File: src/shared/msq_pkg.sv
// Purpose: constants and carrier types of the motor start sequencer
// Assumes: 250 MHz pclk, APB with 32-bit data
// Notes: frequencies in 0.01 Hz, times in 0.1 s, currents in percent
package msq_pkg;
  // ----------------------------------------------------------------
  // register offsets (byte addresses)
  // ----------------------------------------------------------------
  localparam logic [7:0] OFS_CTRL = 8'h00;
  localparam logic [7:0] OFS_MODE = 8'h04;
  localparam logic [7:0] OFS_FREQ = 8'h08;
  localparam logic [7:0] OFS_TIME = 8'h0C;
  localparam logic [7:0] OFS_CURR = 8'h10;
  localparam logic [7:0] OFS_RATE = 8'h14;
  localparam logic [7:0] OFS_MAXF = 8'h18;
  localparam logic [7:0] OFS_STAT = 8'h1C;
  // ----------------------------------------------------------------
  // field encodings, limits and reset values
  // ----------------------------------------------------------------
  localparam logic [1:0] METH_DIRECT = 2'h0;
  localparam logic [1:0] METH_TRACK = 2'h1;
  localparam logic [1:0] METH_PREX = 2'h2;
  localparam logic [1:0] ORG_STOP = 2'h0;
  localparam logic [1:0] ORG_ZERO = 2'h1;
  localparam logic [1:0] ORG_MAX = 2'h2;
  localparam logic [6:0] RATE_MIN = 7'h01;
  localparam logic [6:0] RATE_MAX = 7'h64;
  localparam logic [6:0] RATE_RST = 7'h14;
  localparam logic [9:0] START_F_MAX = 10'h3E8;
  localparam logic [9:0] TIME_MAX = 10'h3E8;
  localparam logic [6:0] PCT_MAX = 7'h64;
  localparam logic [15:0] MAXF_RST = 16'h1388;
  localparam logic [7:0] BASE_PCT = 8'h50;
  // ----------------------------------------------------------------
  // timing
  // ----------------------------------------------------------------
  localparam int CLK_PERIOD_NS = 4;
  localparam int TENTH_S_NS = 100000000;
  localparam int TENTH_S_CYCLES = TENTH_S_NS / CLK_PERIOD_NS;
  // ----------------------------------------------------------------
  // sequencer states, gray in the order listed
  // ----------------------------------------------------------------
  typedef enum logic [2:0] {
    ST_STANDBY = 3'h0,
    ST_BRAKE = 3'h1,
    ST_PREX = 3'h3,
    ST_TRACK = 3'h2,
    ST_HOLD = 3'h6,
    ST_RAMP = 3'h7
  } msq_state_t;
  // ----------------------------------------------------------------
  // carriers to and from the power stage and ramp generator
  // ----------------------------------------------------------------
  typedef struct packed {
    logic [15:0] run_freq;
    logic run_rev;
    logic [15:0] ramp_target;
    logic ramp_en;
    logic accel_time_en;
    logic program_time_en;
    logic dc_brake_en;
    logic preexc_en;
    logic [15:0] current_ref;
  } msq_drive_t;
  typedef struct packed {
    logic active;
    logic [15:0] seed_freq;
    logic [6:0] rate;
  } msq_trk_req_t;
  typedef struct packed {
    logic done;
    logic [15:0] freq;
    logic rev;
  } msq_trk_rsp_t;
endpackage

File: src/rtl/msq_sequencer.sv
// Purpose: start-up sequencer of a motor drive with an APB register file
// Assumes: one clock, inputs synchronous to pclk, partner ramps speed
// Notes: drive currents are in the units of the rating register
//
// What this block does
// - method: 0 direct, 1 tracking, 2 pre-excite
// - direct, zero brake time: run at once
// - direct, nonzero brake time: brake first
// - tracking finds speed, direction, then runs
// - pre-excite, zero time: skip flux build
// - pre-excite, nonzero time: excite for interval
// - tracking origin: stop freq, zero, maximum
// - tracking rate 1 to 100, default 20
// - startup freq 0 to 10 Hz, ignores lower limit
// - target below startup freq: stay standby, zero
// - hold startup freq for hold time
// - direction reversal skips startup hold
// - hold not accel time, counts program time
// - start braking only for direct method or unused code 3
// - brake and pre-excite share current, time
// - current base: motor or 80% drive rating
`timescale 1ns/1ns
module msq_sequencer
  import msq_pkg::*;
#(
  parameter int TICK_CYCLES = TENTH_S_CYCLES
) (
  input wire logic pclk,
  input wire logic presetn,
  input wire logic psel,
  input wire logic penable,
  input wire logic pwrite,
  input wire logic [7:0] paddr,
  input wire logic [31:0] pwdata,
  output logic [31:0] prdata,
  output logic pready,
  output logic pslverr,
  input wire msq_trk_rsp_t trk_rsp,
  output msq_trk_req_t trk_req,
  output msq_drive_t drive
);
  // ----------------------------------------------------------------
  // state
  // ----------------------------------------------------------------
  typedef struct packed {
    // software settings
    logic run_cmd;
    logic rev_cmd;
    logic [1:0] method;
    logic [1:0] origin;
    logic [6:0] rate;
    logic [9:0] start_f;
    logic [15:0] target_f;
    logic [9:0] hold_t;
    logic [9:0] brake_t;
    logic [6:0] pct;
    logic [15:0] motor_i;
    logic [15:0] drive_i;
    logic [15:0] max_f;
    // sequencer progress and interval timing
    msq_state_t st;
    logic [31:0] tick_cnt;
    logic [9:0] tenths;
    logic [15:0] stop_f;
    logic standby;
    // bus answer
    logic [31:0] prdata;
    logic pready;
    logic pslverr;
    // registered outputs toward the far side
    msq_trk_req_t trk;
    msq_drive_t drv;
  } msq_regs_t;

  msq_regs_t s_q;
  msq_regs_t s_d;
  // combinational helpers, all but base_i read by the next-state process
  logic [31:0] base_i;
  logic [31:0] cur_ref;
  logic setup;
  logic wr;
  logic tick;
  logic hit;
  logic low_target;
  logic reversing;

  // ----------------------------------------------------------------
  // helpers
  // ----------------------------------------------------------------
  // current base: motor rating, or 80% of drive rating if motor is larger
  always_comb begin
    if (32'(s_q.motor_i) * 32'd100 <= 32'(s_q.drive_i) * 32'(BASE_PCT)) begin
      base_i = 32'(s_q.motor_i);
    end else begin
      base_i = 32'(s_q.drive_i) * 32'(BASE_PCT) / 32'd100;
    end
    // 16 by 7 bit products fit the 32-bit terms with room to spare
    // the divide truncates: a fraction of one current unit is lost
    cur_ref = base_i * 32'(s_q.pct) / 32'd100;
  end

  // ----------------------------------------------------------------
  // register map, one aligned 32-bit word each
  // ----------------------------------------------------------------
  // CTRL 0x00: [0] run, [1] reverse
  // MODE 0x04: [1:0] method, [3:2] search origin, [14:8] search rate
  // FREQ 0x08: [9:0] startup freq, [31:16] target freq, both 0.01 Hz
  // TIME 0x0C: [9:0] hold time, [25:16] brake or flux time, 0.1 s units
  // CURR 0x10: [6:0] brake or flux current, percent of the base
  // RATE 0x14: [15:0] motor rating, [31:16] drive rating, same units
  // MAXF 0x18: [15:0] maximum freq, seed of a search from the top
  // STAT 0x1C: [2:0] state, [4] held in standby, [31:16] output freq
  // settings out of range are clamped on write rather than refused,
  // so software never sees an error for a value it may simply retry
  // unmapped or unaligned words answer pslverr and read as zero;
  // writes there and to STAT are dropped without side effects
  // there are no byte strobes: a write always replaces the whole word

  // bus decode; the setup cycle prepares the answer for the access cycle
  assign setup = psel & ~penable;
  assign wr = psel & penable & pwrite & pready;
  assign tick = (s_q.tick_cnt == 32'(TICK_CYCLES - 1));
  assign hit = (paddr[1:0] == 2'h0) && (paddr <= OFS_STAT);
  // the startup freq is compared without any lower frequency limit
  assign low_target = (s_q.target_f < 16'(s_q.start_f));
  assign reversing = (s_q.rev_cmd != s_q.drv.run_rev);

  // ----------------------------------------------------------------
  // next state
  // ----------------------------------------------------------------
  always_comb begin
    s_d = s_q;
    // bus answer, one cycle after setup
    // zero wait states: pready stands for the first access cycle only
    s_d.pready = setup;
    s_d.pslverr = setup & ~hit;
    s_d.prdata = 32'h0;
    if (setup && !pwrite) begin
      case (paddr)
        OFS_CTRL: s_d.prdata = {30'h0, s_q.rev_cmd, s_q.run_cmd};
        OFS_MODE: s_d.prdata = {17'h0, s_q.rate, 4'h0, s_q.origin, s_q.method};
        OFS_FREQ: s_d.prdata = {s_q.target_f, 6'h0, s_q.start_f};
        OFS_TIME: s_d.prdata = {6'h0, s_q.brake_t, 6'h0, s_q.hold_t};
        OFS_CURR: s_d.prdata = {25'h0, s_q.pct};
        OFS_RATE: s_d.prdata = {s_q.drive_i, s_q.motor_i};
        OFS_MAXF: s_d.prdata = {16'h0, s_q.max_f};
        OFS_STAT: s_d.prdata = {s_q.drv.run_freq, 11'h0, s_q.standby, 1'b0, s_q.st};
        default: s_d.prdata = 32'h0;
      endcase
    end
    // register writes; out-of-range settings are clamped
    // a write lands at the edge that ends the access cycle
    if (wr) begin
      case (paddr)
        OFS_CTRL: begin
          s_d.run_cmd = pwdata[0];
          s_d.rev_cmd = pwdata[1];
        end
        OFS_MODE: begin
          s_d.method = pwdata[1:0];
          s_d.origin = pwdata[3:2];
          if (pwdata[14:8] < RATE_MIN) begin
            s_d.rate = RATE_MIN;
          end else if (pwdata[14:8] > RATE_MAX) begin
            s_d.rate = RATE_MAX;
          end else begin
            s_d.rate = pwdata[14:8];
          end
        end
        OFS_FREQ: begin
          s_d.start_f = (pwdata[9:0] > START_F_MAX) ? START_F_MAX : pwdata[9:0];
          s_d.target_f = pwdata[31:16];
        end
        OFS_TIME: begin
          s_d.hold_t = (pwdata[9:0] > TIME_MAX) ? TIME_MAX : pwdata[9:0];
          s_d.brake_t = (pwdata[25:16] > TIME_MAX) ? TIME_MAX : pwdata[25:16];
        end
        OFS_CURR: s_d.pct = (pwdata[6:0] > PCT_MAX) ? PCT_MAX : pwdata[6:0];
        OFS_RATE: begin
          s_d.motor_i = pwdata[15:0];
          s_d.drive_i = pwdata[31:16];
        end
        OFS_MAXF: s_d.max_f = pwdata[15:0];
        default: s_d.run_cmd = s_q.run_cmd;
      endcase
    end

    // 0.1 s prescaler and interval counter, restarted on entry to brake, flux build and hold
    // the prescaler only restarts in standby; leaving brake or flux build
    // on a tick wraps it to zero, so every interval is whole ticks long
    s_d.tick_cnt = tick ? 32'h0 : s_q.tick_cnt + 32'h1;
    if (tick) begin
      s_d.tenths = s_q.tenths + 10'h1;
    end
    s_d.trk.rate = s_q.rate;
    s_d.drv.current_ref = 16'(cur_ref);
    s_d.drv.ramp_target = s_q.target_f;

    // ----------------------------------------------------------------
    // sequencer
    // ----------------------------------------------------------------
    // usual paths, one state per step:
    //   direct or flux start with no interval: standby, hold, ramp
    //   with an interval: standby, brake or flux build, hold, ramp
    //   speed search: standby, search, ramp; the found speed needs no hold
    // a stop from any state returns to standby at once
    case (s_q.st)
      ST_STANDBY: begin
        s_d.drv.run_freq = 16'h0;
        s_d.drv.ramp_en = 1'b0;
        s_d.drv.accel_time_en = 1'b0;
        s_d.drv.program_time_en = 1'b0;
        s_d.drv.dc_brake_en = 1'b0;
        s_d.drv.preexc_en = 1'b0;
        s_d.trk.active = 1'b0;
        // standby is re-evaluated each cycle, so raising the target later
        // starts the motor without a new run command
        s_d.standby = s_q.run_cmd & low_target;
        s_d.tenths = 10'h0;
        s_d.tick_cnt = 32'h0;
        if (s_q.run_cmd && !low_target) begin
          s_d.standby = 1'b0;
          s_d.drv.run_rev = s_q.rev_cmd;
          case (s_q.method)
            METH_TRACK: begin
              s_d.st = ST_TRACK;
              s_d.trk.active = 1'b1;
              case (s_q.origin)
                ORG_ZERO: s_d.trk.seed_freq = 16'h0;
                ORG_MAX: s_d.trk.seed_freq = s_q.max_f;
                default: s_d.trk.seed_freq = s_q.stop_f;
              endcase
            end
            METH_PREX: begin
              if (s_q.brake_t == 10'h0) begin
                s_d.st = ST_HOLD;
                s_d.drv.run_freq = 16'(s_q.start_f);
                s_d.drv.program_time_en = 1'b1;
              end else begin
                s_d.st = ST_PREX;
                s_d.drv.preexc_en = 1'b1;
              end
            end
            default: begin
              // braking only reachable from the direct method and unused code 3
              if (s_q.brake_t == 10'h0) begin
                s_d.st = ST_HOLD;
                s_d.drv.run_freq = 16'(s_q.start_f);
                s_d.drv.program_time_en = 1'b1;
              end else begin
                s_d.st = ST_BRAKE;
                s_d.drv.dc_brake_en = 1'b1;
              end
            end
          endcase
        end
      end
      ST_BRAKE, ST_PREX: begin
        // same interval setting serves both, current_ref drives either
        // current_ref follows the settings live, even mid-interval
        if (tick && s_q.tenths + 10'h1 >= s_q.brake_t) begin
          s_d.st = ST_HOLD;
          s_d.tenths = 10'h0;
          s_d.drv.dc_brake_en = 1'b0;
          s_d.drv.preexc_en = 1'b0;
          s_d.drv.run_freq = 16'(s_q.start_f);
          s_d.drv.program_time_en = 1'b1;
        end
      end
      ST_TRACK: begin
        // the search partner's speed is trusted only with its done flag
        if (trk_rsp.done) begin
          s_d.trk.active = 1'b0;
          s_d.drv.run_freq = trk_rsp.freq;
          s_d.drv.run_rev = trk_rsp.rev;
          s_d.st = ST_RAMP;
          s_d.drv.ramp_en = 1'b1;
          s_d.drv.accel_time_en = 1'b1;
          s_d.drv.program_time_en = 1'b1;
        end
      end
      ST_HOLD: begin
        // held interval is program time but not acceleration time
        s_d.drv.accel_time_en = 1'b0;
        s_d.drv.program_time_en = 1'b1;
        if (reversing || s_q.hold_t == 10'h0 ||
            (tick && s_q.tenths + 10'h1 >= s_q.hold_t)) begin
          s_d.st = ST_RAMP;
          s_d.drv.run_rev = s_q.rev_cmd;
          s_d.drv.ramp_en = 1'b1;
          s_d.drv.accel_time_en = 1'b1;
        end
      end
      ST_RAMP: begin
        // a reversal re-enters at startup freq with no hold
        if (reversing) begin
          s_d.drv.run_rev = s_q.rev_cmd;
          s_d.drv.run_freq = 16'(s_q.start_f);
        end else begin
          s_d.drv.run_freq = s_q.target_f;
        end
      end
      default: s_d.st = ST_STANDBY;
    endcase

    // a stop drops everything; the last frequency seeds later tracking
    // output stops at once: any deceleration is the partner's job
    if (!s_q.run_cmd && s_q.st != ST_STANDBY) begin
      s_d.st = ST_STANDBY;
      s_d.stop_f = s_q.drv.run_freq;
      s_d.drv.run_freq = 16'h0;
      s_d.drv.ramp_en = 1'b0;
      s_d.drv.accel_time_en = 1'b0;
      s_d.drv.program_time_en = 1'b0;
      s_d.drv.dc_brake_en = 1'b0;
      s_d.drv.preexc_en = 1'b0;
      s_d.trk.active = 1'b0;
    end
  end

  // ----------------------------------------------------------------
  // state register
  // ----------------------------------------------------------------
  // reset puts every setting at rest; rate, its trk_req copy and maximum freq are the
  // only fields that come up nonzero
  always_ff @(posedge pclk or negedge presetn) begin
    if (!presetn) begin
      s_q <= '0;
      s_q.rate <= RATE_RST;
      s_q.max_f <= MAXF_RST;
      s_q.trk.rate <= RATE_RST;
      s_q.st <= ST_STANDBY;
    end else begin
      s_q <= s_d;
    end
  end

  // outputs straight from the state register
  // so no combinational path reaches a pin
  assign prdata = s_q.prdata;
  assign pready = s_q.pready;
  assign pslverr = s_q.pslverr;
  assign trk_req = s_q.trk;
  assign drive = s_q.drv;
endmodule // msq_sequencer

File: config.mk
export PLATFORM = sky130hd
export DESIGN_NAME = msq_sequencer
export DESIGN_NICKNAME = d
export VERILOG_FILES = /design/src/shared/msq_pkg.sv /design/src/rtl/msq_sequencer.sv
export SDC_FILE = /design/constraint.sdc
export NUM_CORES = 1
export LEC_CHECK = 0
export BUFFER_PORTS_ARGS = -buffer_cell sky130_fd_sc_hd__buf_2
export CORE_MARGIN = 4
export CORE_UTILIZATION = 40
export DETAILED_ROUTE_END_ITERATION = 7
export HOLD_SLACK_MARGIN = 0.15
export PLACE_DENSITY = 0.62
export SYNTH_ARGS = -nofsm -noshare
export SYNTH_HDL_FRONTEND = slang
export SYNTH_SLANG_ARGS = --single-unit
File: constraint.sdc
create_clock -name pclk -period 35.2 [get_ports pclk]
set_input_delay 7.04 -clock pclk [delete_from_list [all_inputs] [get_ports pclk]]
set_output_delay 7.04 -clock pclk [all_outputs]
set_load 0.005 [all_outputs]
== Word level (Yosys, flattened, before mapping) ==
Cells that the tools add are included.
Word-level totals
  register bits: 288
  bits of input ports: 63
Cells by class
  add/subtract/negate cells: 2
  $mul: 3
  div/mod/pow operators: 2
  $lt $le $gt $ge: 10
  equal/unequal tests: 27
  mux-type cells: 52
  bitwise logic cells: 8
  reduce and logical (&&, ||, !) cells: 41
Operator list (count)
  $pmux 32 s8: 1
  $mux 32: 4
  $pmux 16 s4: 1
  $mux 10: 6
  $mux 17: 3
  $mux 16: 3
  $add 32x1->32 const B: 1
  $div 23x7->32 const B: 1
  $div 32x7->32 const B: 1
  $eq 32x25->1 const B: 1
  $eq 8x5->1 const B: 4
  $mul 32x7->32: 1
  $pmux 16 s2: 1
  $mux 3: 9
  $le 23x23->1: 1
  $mul 16x5->21 const B: 1
  $mux 7: 3
  $ge 10x10->1: 2
  $gt 10x10->1 const B: 2
  $logic_not 10->1: 2
  $pmux 10 s2: 1
  $reduce_and 2->1: 10
  $mul 16x3->19 const B: 1
  $eq 8x4->1 const B: 2
  other kinds (38): 83

== Longest topological paths before layout ==
Gate-level depths: netlist of run 1.
  depth after elaboration: 7
  mapped depth: 123

== Worst setup path after synthesis of run 1 ==
No wires, ideal clock.
  kind: reg-to-reg
  from: reg s_q[193] (netlist bit)
  to: reg s_q, in the netlist drive[0]
  data arrival time: 26.722 ns
  required time: 35.073 ns
  setup slack: 8.351 ns
  stages on the path, launching flop included: 114
  path buffers: 8
  cell sequence: dfrtp_1 ha_1 ha_1 inv_1 fa_1 nor2b_1 o21ai_1 a21boi_1 o21ai_1 a21boi_1 o21ai_2 a211oi_2 o21ai_1 and2_0 clkbuf_1 o221a_2 or3_1 clkbuf_2 [... 78 more ...] a211oi_2 o21ai_2 xnor2_2 nand2_2 a41o_1 o2111a_2 or3_1 buf_2 a221o_1 buf_6 o31ai_1 a221oi_2 xnor2_1 o21ai_2 nand2_1 mux2_1 a211oi_1 nor3_1
Between the ends
  word-level cells in the longest chain between the ends: 5
  elaborated cells between the ends (all ways): 6
RTL lines
  from (decl): RTL line msq_sequencer.sv:75  | msq_regs_t s_q;
  $mul 16x3->19 (*): RTL line msq_sequencer.sv:92, msq_sequencer.sv:95
  $div 23x7->32 or $le 23x23->1 (tied branches): RTL line msq_sequencer.sv:95, msq_sequencer.sv:92
  $mux 32 (*): RTL line msq_sequencer.sv:92  | if (32'(s_q.motor_i) * 32'd100 <= 32'(s_q.drive_i) * 32'(BASE_PCT)) begin
  $mul 32x7->32 (*): RTL line msq_sequencer.sv:99  | cur_ref = base_i * 32'(s_q.pct) / 32'd100;
  $div 32x7->32 (*): RTL line msq_sequencer.sv:99
  via cur_ref[0]: RTL line msq_sequencer.sv:79  | logic [31:0] cur_ref;
Mark *: on every way through the listed nets, which the timed path passes. The rest lies on a longest branch.
A chain may end at the register's enable or synchronous reset.

== Worst setup path in the final report of run 1 ==
  from: reg s_q[191] (netlist bit)
  to: reg s_q, in the netlist drive[0]
Same word-level chain as after synthesis.

==> results of run 1 <==
[power groups by stage]
stage               Combinational, uW  Sequential, uW  Clock, uW
global placement                  303             346          0
floorplan                         224             344          0
CTS                               302             340        395
detailed placement                301             345          0
global route                      337             340        408
finish                            307             340        386
[how the worst min path moves through the flow]
stage	from	end	slack, ps	depth (start not counted)
2_1_floorplan	s_d[56]$_DFFE_PN1P_	trk_req[2]$_DFF_PN1_	360	0
3_3_place_gp	s_d[56]$_DFFE_PN1P_	trk_req[2]$_DFF_PN1_	370	0
3_5_place_dp	s_d[56]$_DFFE_PN1P_	trk_req[2]$_DFF_PN1_	370	0
4_1_cts	s_d[56]$_DFFE_PN1P_	trk_req[2]$_DFF_PN1_	380	0
5_1_grt	s_d[58]$_DFFE_PN1P_	trk_req[4]$_DFF_PN1_	390	0
6_report	s_d[58]$_DFFE_PN1P_	trk_req[4]$_DFF_PN1_	380	0
[metal layers]
metal	share of wire [%]	GRT usage, %	wire length (um)	vias up
li1	-	-	-	11928
met1	44	28.49	36300	12190
met2	48	36.49	39350	765
met3	5.7	3.290	4688	116
met4	2.3	4.714	1895	4
met5	0.034	0	28	-
[cells by family after synthesis]
| logic type | count (synthesis) | share of synthesized area (%) |
|---|---|---|
| AO/OA/AOI/OAI | 948 | 24.32 |
| XOR/XNOR | 156 | 5.026 |
| adder cells (fa/ha/maj) | 273 | 14.25 |
| buffers and inverters | 472 | 7.852 |
| flip-flops | 288 | 25.44 |
| multiplexers | 141 | 5.582 |
| AND/OR/NAND/NOR | 1031 | 17.53 |
[metrics by stage]
| stage | hold slack, ps | util (%) | instances | setup WS (ps) |
|---|---|---|---|---|
| after floorplan | 360.4 | - | 3309 | 8351 |
| after global placement | 372.8 | 41.82 | 4216 | 3774 |
| after detailed placement | 371.9 | 41.82 | 4216 | 2895 |
| after CTS | 381.6 | 43.56 | 4280 | 2763 |
| after global routing | 389.2 | 43.58 | 4280 | 228.6 |
| final | 377.5 | 43.58 | 4280 | 2984 |
[layout make-up]
type / count / area, um2 / share of cell area [%]
Timing Repair Buffer: 201 / 1096 / 3.585
Sequential cell: 288 / 7218 / 23.61
Clock inverter: 14 / 175.2 / 0.5729
Multi-Input combinational cell: 2549 / 18970 / 62.04
Inverter: 238 / 893.4 / 2.922
Clock buffer: 50 / 1046 / 3.421
Tap cell: 940 / 1176 / 3.847
[registers in the layout, summed over array words and instances (netlist names)]
signal,count
s_d,23
pslverr,1
drive,54
trk_req,24
s_q,153
pready,1
prdata,32
[worst max-delay path, delay by kind of cell, from the launching register on]
kind | cells | cell delay (ps)
adders and majority gates | 11 | 4340
xor gates and xnor gates | 5 | 1410
DFF | 1 | 650
muxes | 6 | 2300
and+or+nand+nor | 25 | 6170
buffers and inverters | 5 | 440
AOI/OAI and AO/OA | 55 | 16760
[cells in the final DEF (no fill, tap or decap), types with 26 or more instances in the layout]
| master | Yosys | routed |
|---|---|---|
| a211oi_1 | 29 | 29 |
| a21o_1 | 38 | 38 |
| a21oi_1 | 169 | 169 |
| a22oi_1 | 89 | 89 |
| a31oi_1 | 44 | 44 |
| and2_1 | 50 | 50 |
| and3_1 | 35 | 35 |
| buf_2 | 7 | 173 |
| buf_4 | 111 | 26 |
| clkbuf_16 | 0 | 38 |
| dfrtp_1 | 279 | 279 |
| fa_1 | 86 | 86 |
| ha_1 | 179 | 179 |
| inv_1 | 230 | 230 |
| mux2_2 | 112 | 112 |
| nand2_1 | 349 | 349 |
| nand2b_1 | 29 | 29 |
| nand3_1 | 87 | 87 |
| nor2_1 | 238 | 238 |
| nor2b_1 | 29 | 29 |
| nor3_1 | 65 | 61 |
| nor4_1 | 30 | 30 |
| o21a_1 | 30 | 30 |
| o21ai_0 | 160 | 160 |
| o31ai_1 | 29 | 29 |
| xnor2_1 | 93 | 93 |
| xor2_1 | 55 | 55 |
==> run metrics, run 1 <==
Pwr Total=1033 uW; most common cell in the synthesized netlist=nand2_1; CTS clk-pin slew, worst paths=70 ps; DRC=0; Clock Tree Buf Depth=3; IR Drop Worst-Case VDD=33.44 uV; Setup crit end=drive[0]$_DFF_PN0_; post-route ant nets=0; period utilisation layout=91.52%; sequential-to-total area share from yosys stat=25.44%; number of setup violations in the final report=0; number of I/O port buffers=174; std cell rows=97; die area=75270 um2; CTS tree=done; CP Launch Type=flip-flop; dpl hpwl=62950 um; Max Clock Freq=31.04 MHz; WP data arrival=32630 ps; Overall Global Routing Usage=21.31%; Final Critical Period=32220 ps; CTS Sinks=288; Worst R2R Path Depth=107; GPL Wtd Cong=0.8943; Internal Power=668.6 uW; H-Tree Depth=2; Die X=274.4 um; Slowest cell on crit path=a2111oi_2; min-delay worst type=reg2reg; synthesized net count=3637; Post-synth EDFFs=0; element type at the critical path end=flip-flop; Final Skew=23.54 ps; nets=3642; Seq pwr share=32.9%; largest net degree at the start of global routing=172; Worst Max-Slew Pin Slew=1180 ps; status=completed; WL final=82270 um; Switch Pwr=364.1 uW; switch share=35.26%; clk_lat worst skew=560 ps; share of layout cells above drive strength 1=15.63%; crit path kind=reg2reg; Starting Density=40.45%; first-pass GRT wire length=131300 um; vias in the first global route=23886; Top FF cell, synth=dfrtp_1; post_cts resized=0; Combinational Power Share=29.7%; Syn Area/Cell=8.576 um2; Clock power frac=37.4%; post-synthesis cell type count=136; largest stage delay on the critical path=830 ps; CTS buffer count=36; R2R Path End=drive[0]$_DFF_PN0_; Synth area leaders=dfrtp_1 25%, ha_1 7.9%, fa_1 6.1%; # hold bufs at CTS=0; Max-slew headroom=20.72%; FILL cells=7064; commonest cells in the synthesized netlist=349 x nand2_1, 279 x dfrtp_1, 238 x nor2_1; 1st-iter DRT viols=2325; wire length per cell=19.22 um; r2r startpoint=s_q[191]$_DFFE_PN0P_; reg2reg setup slack=2980 ps; Chip Height=274.4 um; Overflow after GRT=0; CP Launch Point=s_q[191]$_DFFE_PN0P_; synth warn=0; ant diodes=0; Area after DPL=29340 um2; Cell Area, Synth=28380 um2; setup TNS=0 ps; via count=25003; area leader, netlist=dfrtp_1; Yosys reg bits=288; core area=70150 um2; Max Cap Viol=0; pwr dens=33.78 nW/um2; area grow syn2layout=7.733%; antenna violations before repair=3; postcts setup bufs=0; final slew viol count=0; Synth top area share=24.60%; DRT Pass-1 Iters=5; Vias/cell=5.842; IO Pins=175; cells after synthesis=3309; RSZ-0062 raised after global routing=false; Final Instance Area=30570 um2; asr flop ratio synth=100.0%; most frequent CP cell=nand2_1; Crit path required time=35620 ps; CTS Root Cell=clkbuf_16; endpoints failing hold=0; LEAKAGE=0.01418 uW; Crit Path Max Fanout=17
Note: power is estimated with default switching activity, not from simulation.
==> inputs of run 2 (changes only) <==
--- a/config.mk
+++ b/config.mk
@@ -11,6 +11,7 @@
 export DETAILED_ROUTE_END_ITERATION = 7
 export HOLD_SLACK_MARGIN = 0.15
 export PLACE_DENSITY = 0.62
+export SKIP_LAST_GASP = 1
 export SYNTH_ARGS = -nofsm -noshare
 export SYNTH_HDL_FRONTEND = slang
 export SYNTH_SLANG_ARGS = --single-unit
==> constraint.sdc (replaced) <==
create_clock -name pclk -period 34.5 [get_ports pclk]
set_input_delay 6.9 -clock pclk [delete_from_list [all_inputs] [get_ports pclk]]
set_output_delay 6.9 -clock pclk [all_outputs]
set_load 0.005 [all_outputs]
==> run 2 against run 1 <==
Worst setup slack worse by 400 ps. Total power grew 2.2%. Combinational power up 2%. Count of clock-buffer cells in the layout decreased by 5. Clock power grew 2%. Design area about the same. First-iteration DRC count down 14%. Maximum frequency is 0.93% higher. Utilization hardly changed. Wire length rose by 0.29%. Register-to-register slack lost 400 ps. Highest routed layer unchanged.
==> run metrics, run 2 (synthesized netlist as in run 1, its figures left out) <==
CTS tree=done; Die X=274.4 um; Crit Path Max Fanout=17; min-delay worst type=reg2reg; number of I/O port buffers=174; IR Drop Worst-Case VDD=42.44 uV; clk_lat worst skew=550 ps; wire length per cell=19.28 um; Final Critical Period=31920 ps; Overall Global Routing Usage=21.25%; Internal Power=683.3 uW; Slowest cell on crit path=dfrtp_1; first-pass GRT wire length=130500 um; max reg flops=153; Final Skew=27.89 ps; nets=3640; WP data arrival=32350 ps; number of setup violations in the final report=0; CP Launch Type=flip-flop; crit path kind=reg2reg; most frequent cells in the layout=349 x nand2_1, 279 x dfrtp_1, 238 x nor2_1, 230 x inv_1, 179 x ha_1; endpoints failing hold=0; std cell rows=97; Top reg by flops=s_q; share of layout cells above drive strength 1=15.78%; Clock power frac=37.4%; Chip Height=274.4 um; CTS buffer count=35; Vias/cell=5.873; Starting Density=40.45%; final slew viol count=0; most frequent CP cell=nand2_1; antenna violations before repair=5; dpl hpwl=63080 um; Top delay family on crit path=compound AO/OA/AOI/OAI gates; Overflow after GRT=0; reg2reg setup slack=2580 ps; DRT Pass-1 Iters=6; switch share=35.24%; Switch Pwr=371.8 uW; Bufs and invs on worst path=4; CTS Root Cell=clkbuf_16; RSZ-0062 raised after global routing=false; CTS clk-pin slew, worst paths=80 ps; LEAKAGE=0.01418 uW; # hold bufs at CTS=0; Clock Tree Buf Depth=3; Util after Layout=43.61%; area grow syn2layout=7.804%; die area=75270 um2; vias in the first global route=23990; via count=25129; Max Cap Viol=0; most common library cell in the layout ignoring fill and taps=nand2_1; status=completed; 1st-iter DRT viols=2011; Seq pwr share=32.8%; Crit path required time=34930 ps; element type at the critical path end=flip-flop; setup TNS=0 ps; core area=70150 um2; largest stage delay on the critical path=790 ps; WL final=82510 um; Max-slew headroom=22.94%; Pwr Total=1055 uW; DRC=0; GPL Wtd Cong=0.8854; pwr dens=34.49 nW/um2; post-route ant nets=0; FILL cells=7006; IO Pins=175; ant diodes=0; Worst Max-Slew Pin Slew=1147 ps; largest net degree at the start of global routing=172; period utilisation layout=92.52%; Combinational Power Share=29.8%; Max Clock Freq=31.33 MHz; CTS Sinks=288; H-Tree Depth=2
==> run 2: final cells by class <==
| class | instances | area, um2 | area share, % |
|---|---|---|---|
| inverters | 238 | 893.4 | 2.920 |
| well taps | 940 | 1176 | 3.844 |
| repair buffers | 200 | 1089 | 3.558 |
| clock buffers | 45 | 994.7 | 3.251 |
| clock inverters | 19 | 231.5 | 0.7566 |
| flip-flops and latches | 288 | 7218 | 23.59 |
| multi-input cells | 2549 | 18990 | 62.08 |
==> run 2: metal layers <==
metal / share of wire, % / GRT usage (%)
met1: 43 / 27.70
met2: 47 / 35.95
met3: 6.0 / 3.500
met4: 3.4 / 7.003
met5: 0.057 / 0
==> run 2: power groups by stage <==
stage	sequential (uW)	clock (uW)	combinational [uW]
final	346	394	314
after global routing	347	417	343
after CTS	346	403	307
after detailed placement	353	0	306
after global placement	352	0	308
after floorplan	351	0	228
==> run 2: path summary, 6_finish.rpt <==
kind / from / end / depth (start not counted)
setup / recovery: s_q[191]$_DFFE_PN0P_ / drive[0]$_DFF_PN0_ / 105
hold / removal: s_d[56]$_DFFE_PN1P_ / trk_req[2]$_DFF_PN1_ / 0
setup reg to reg: s_q[191]$_DFFE_PN0P_ / drive[0]$_DFF_PN0_ / 105
hold reg to reg: s_d[56]$_DFFE_PN1P_ / trk_req[2]$_DFF_PN1_ / 0
max in group asynchronous: presetn / s_q[193]$_DFFE_PN0P_ / 2
min in group asynchronous: presetn / s_q[172]$_DFFE_PN0P_ / 1
==> run 2: what timing repair did <==
item                       in CTS  in global routing
hold endpoints to repair        0                  0
resized for setup               0                  6
setup endpoints to repair       0                  3
buffers inserted                0                  0
==> run 2: stage by stage <==
stage	instances	setup WS (ps)	hold WS (ps)	area [um2]
finish	4279	2580	384.6	30590
global route	4279	12.14	386.0	30590
CTS	4279	2153	381.2	30550
detailed placement	4215	2234	371.0	29330
global placement	4215	2988	372.7	29330
floorplan	3309	7651	360.4	28380
==> run 2: worst register-to-register path, delay by kind of cell (launching register included) <==
| family | cells | cell delay (ps) |
|---|---|---|
| compound gates | 53 | 15920 |
| simple gates | 25 | 6030 |
| fa+ha+maj | 9 | 3590 |
| mux | 7 | 2870 |
| xor+xnor | 7 | 2190 |
| flops | 1 | 790 |
| buf+inv | 4 | 390 |
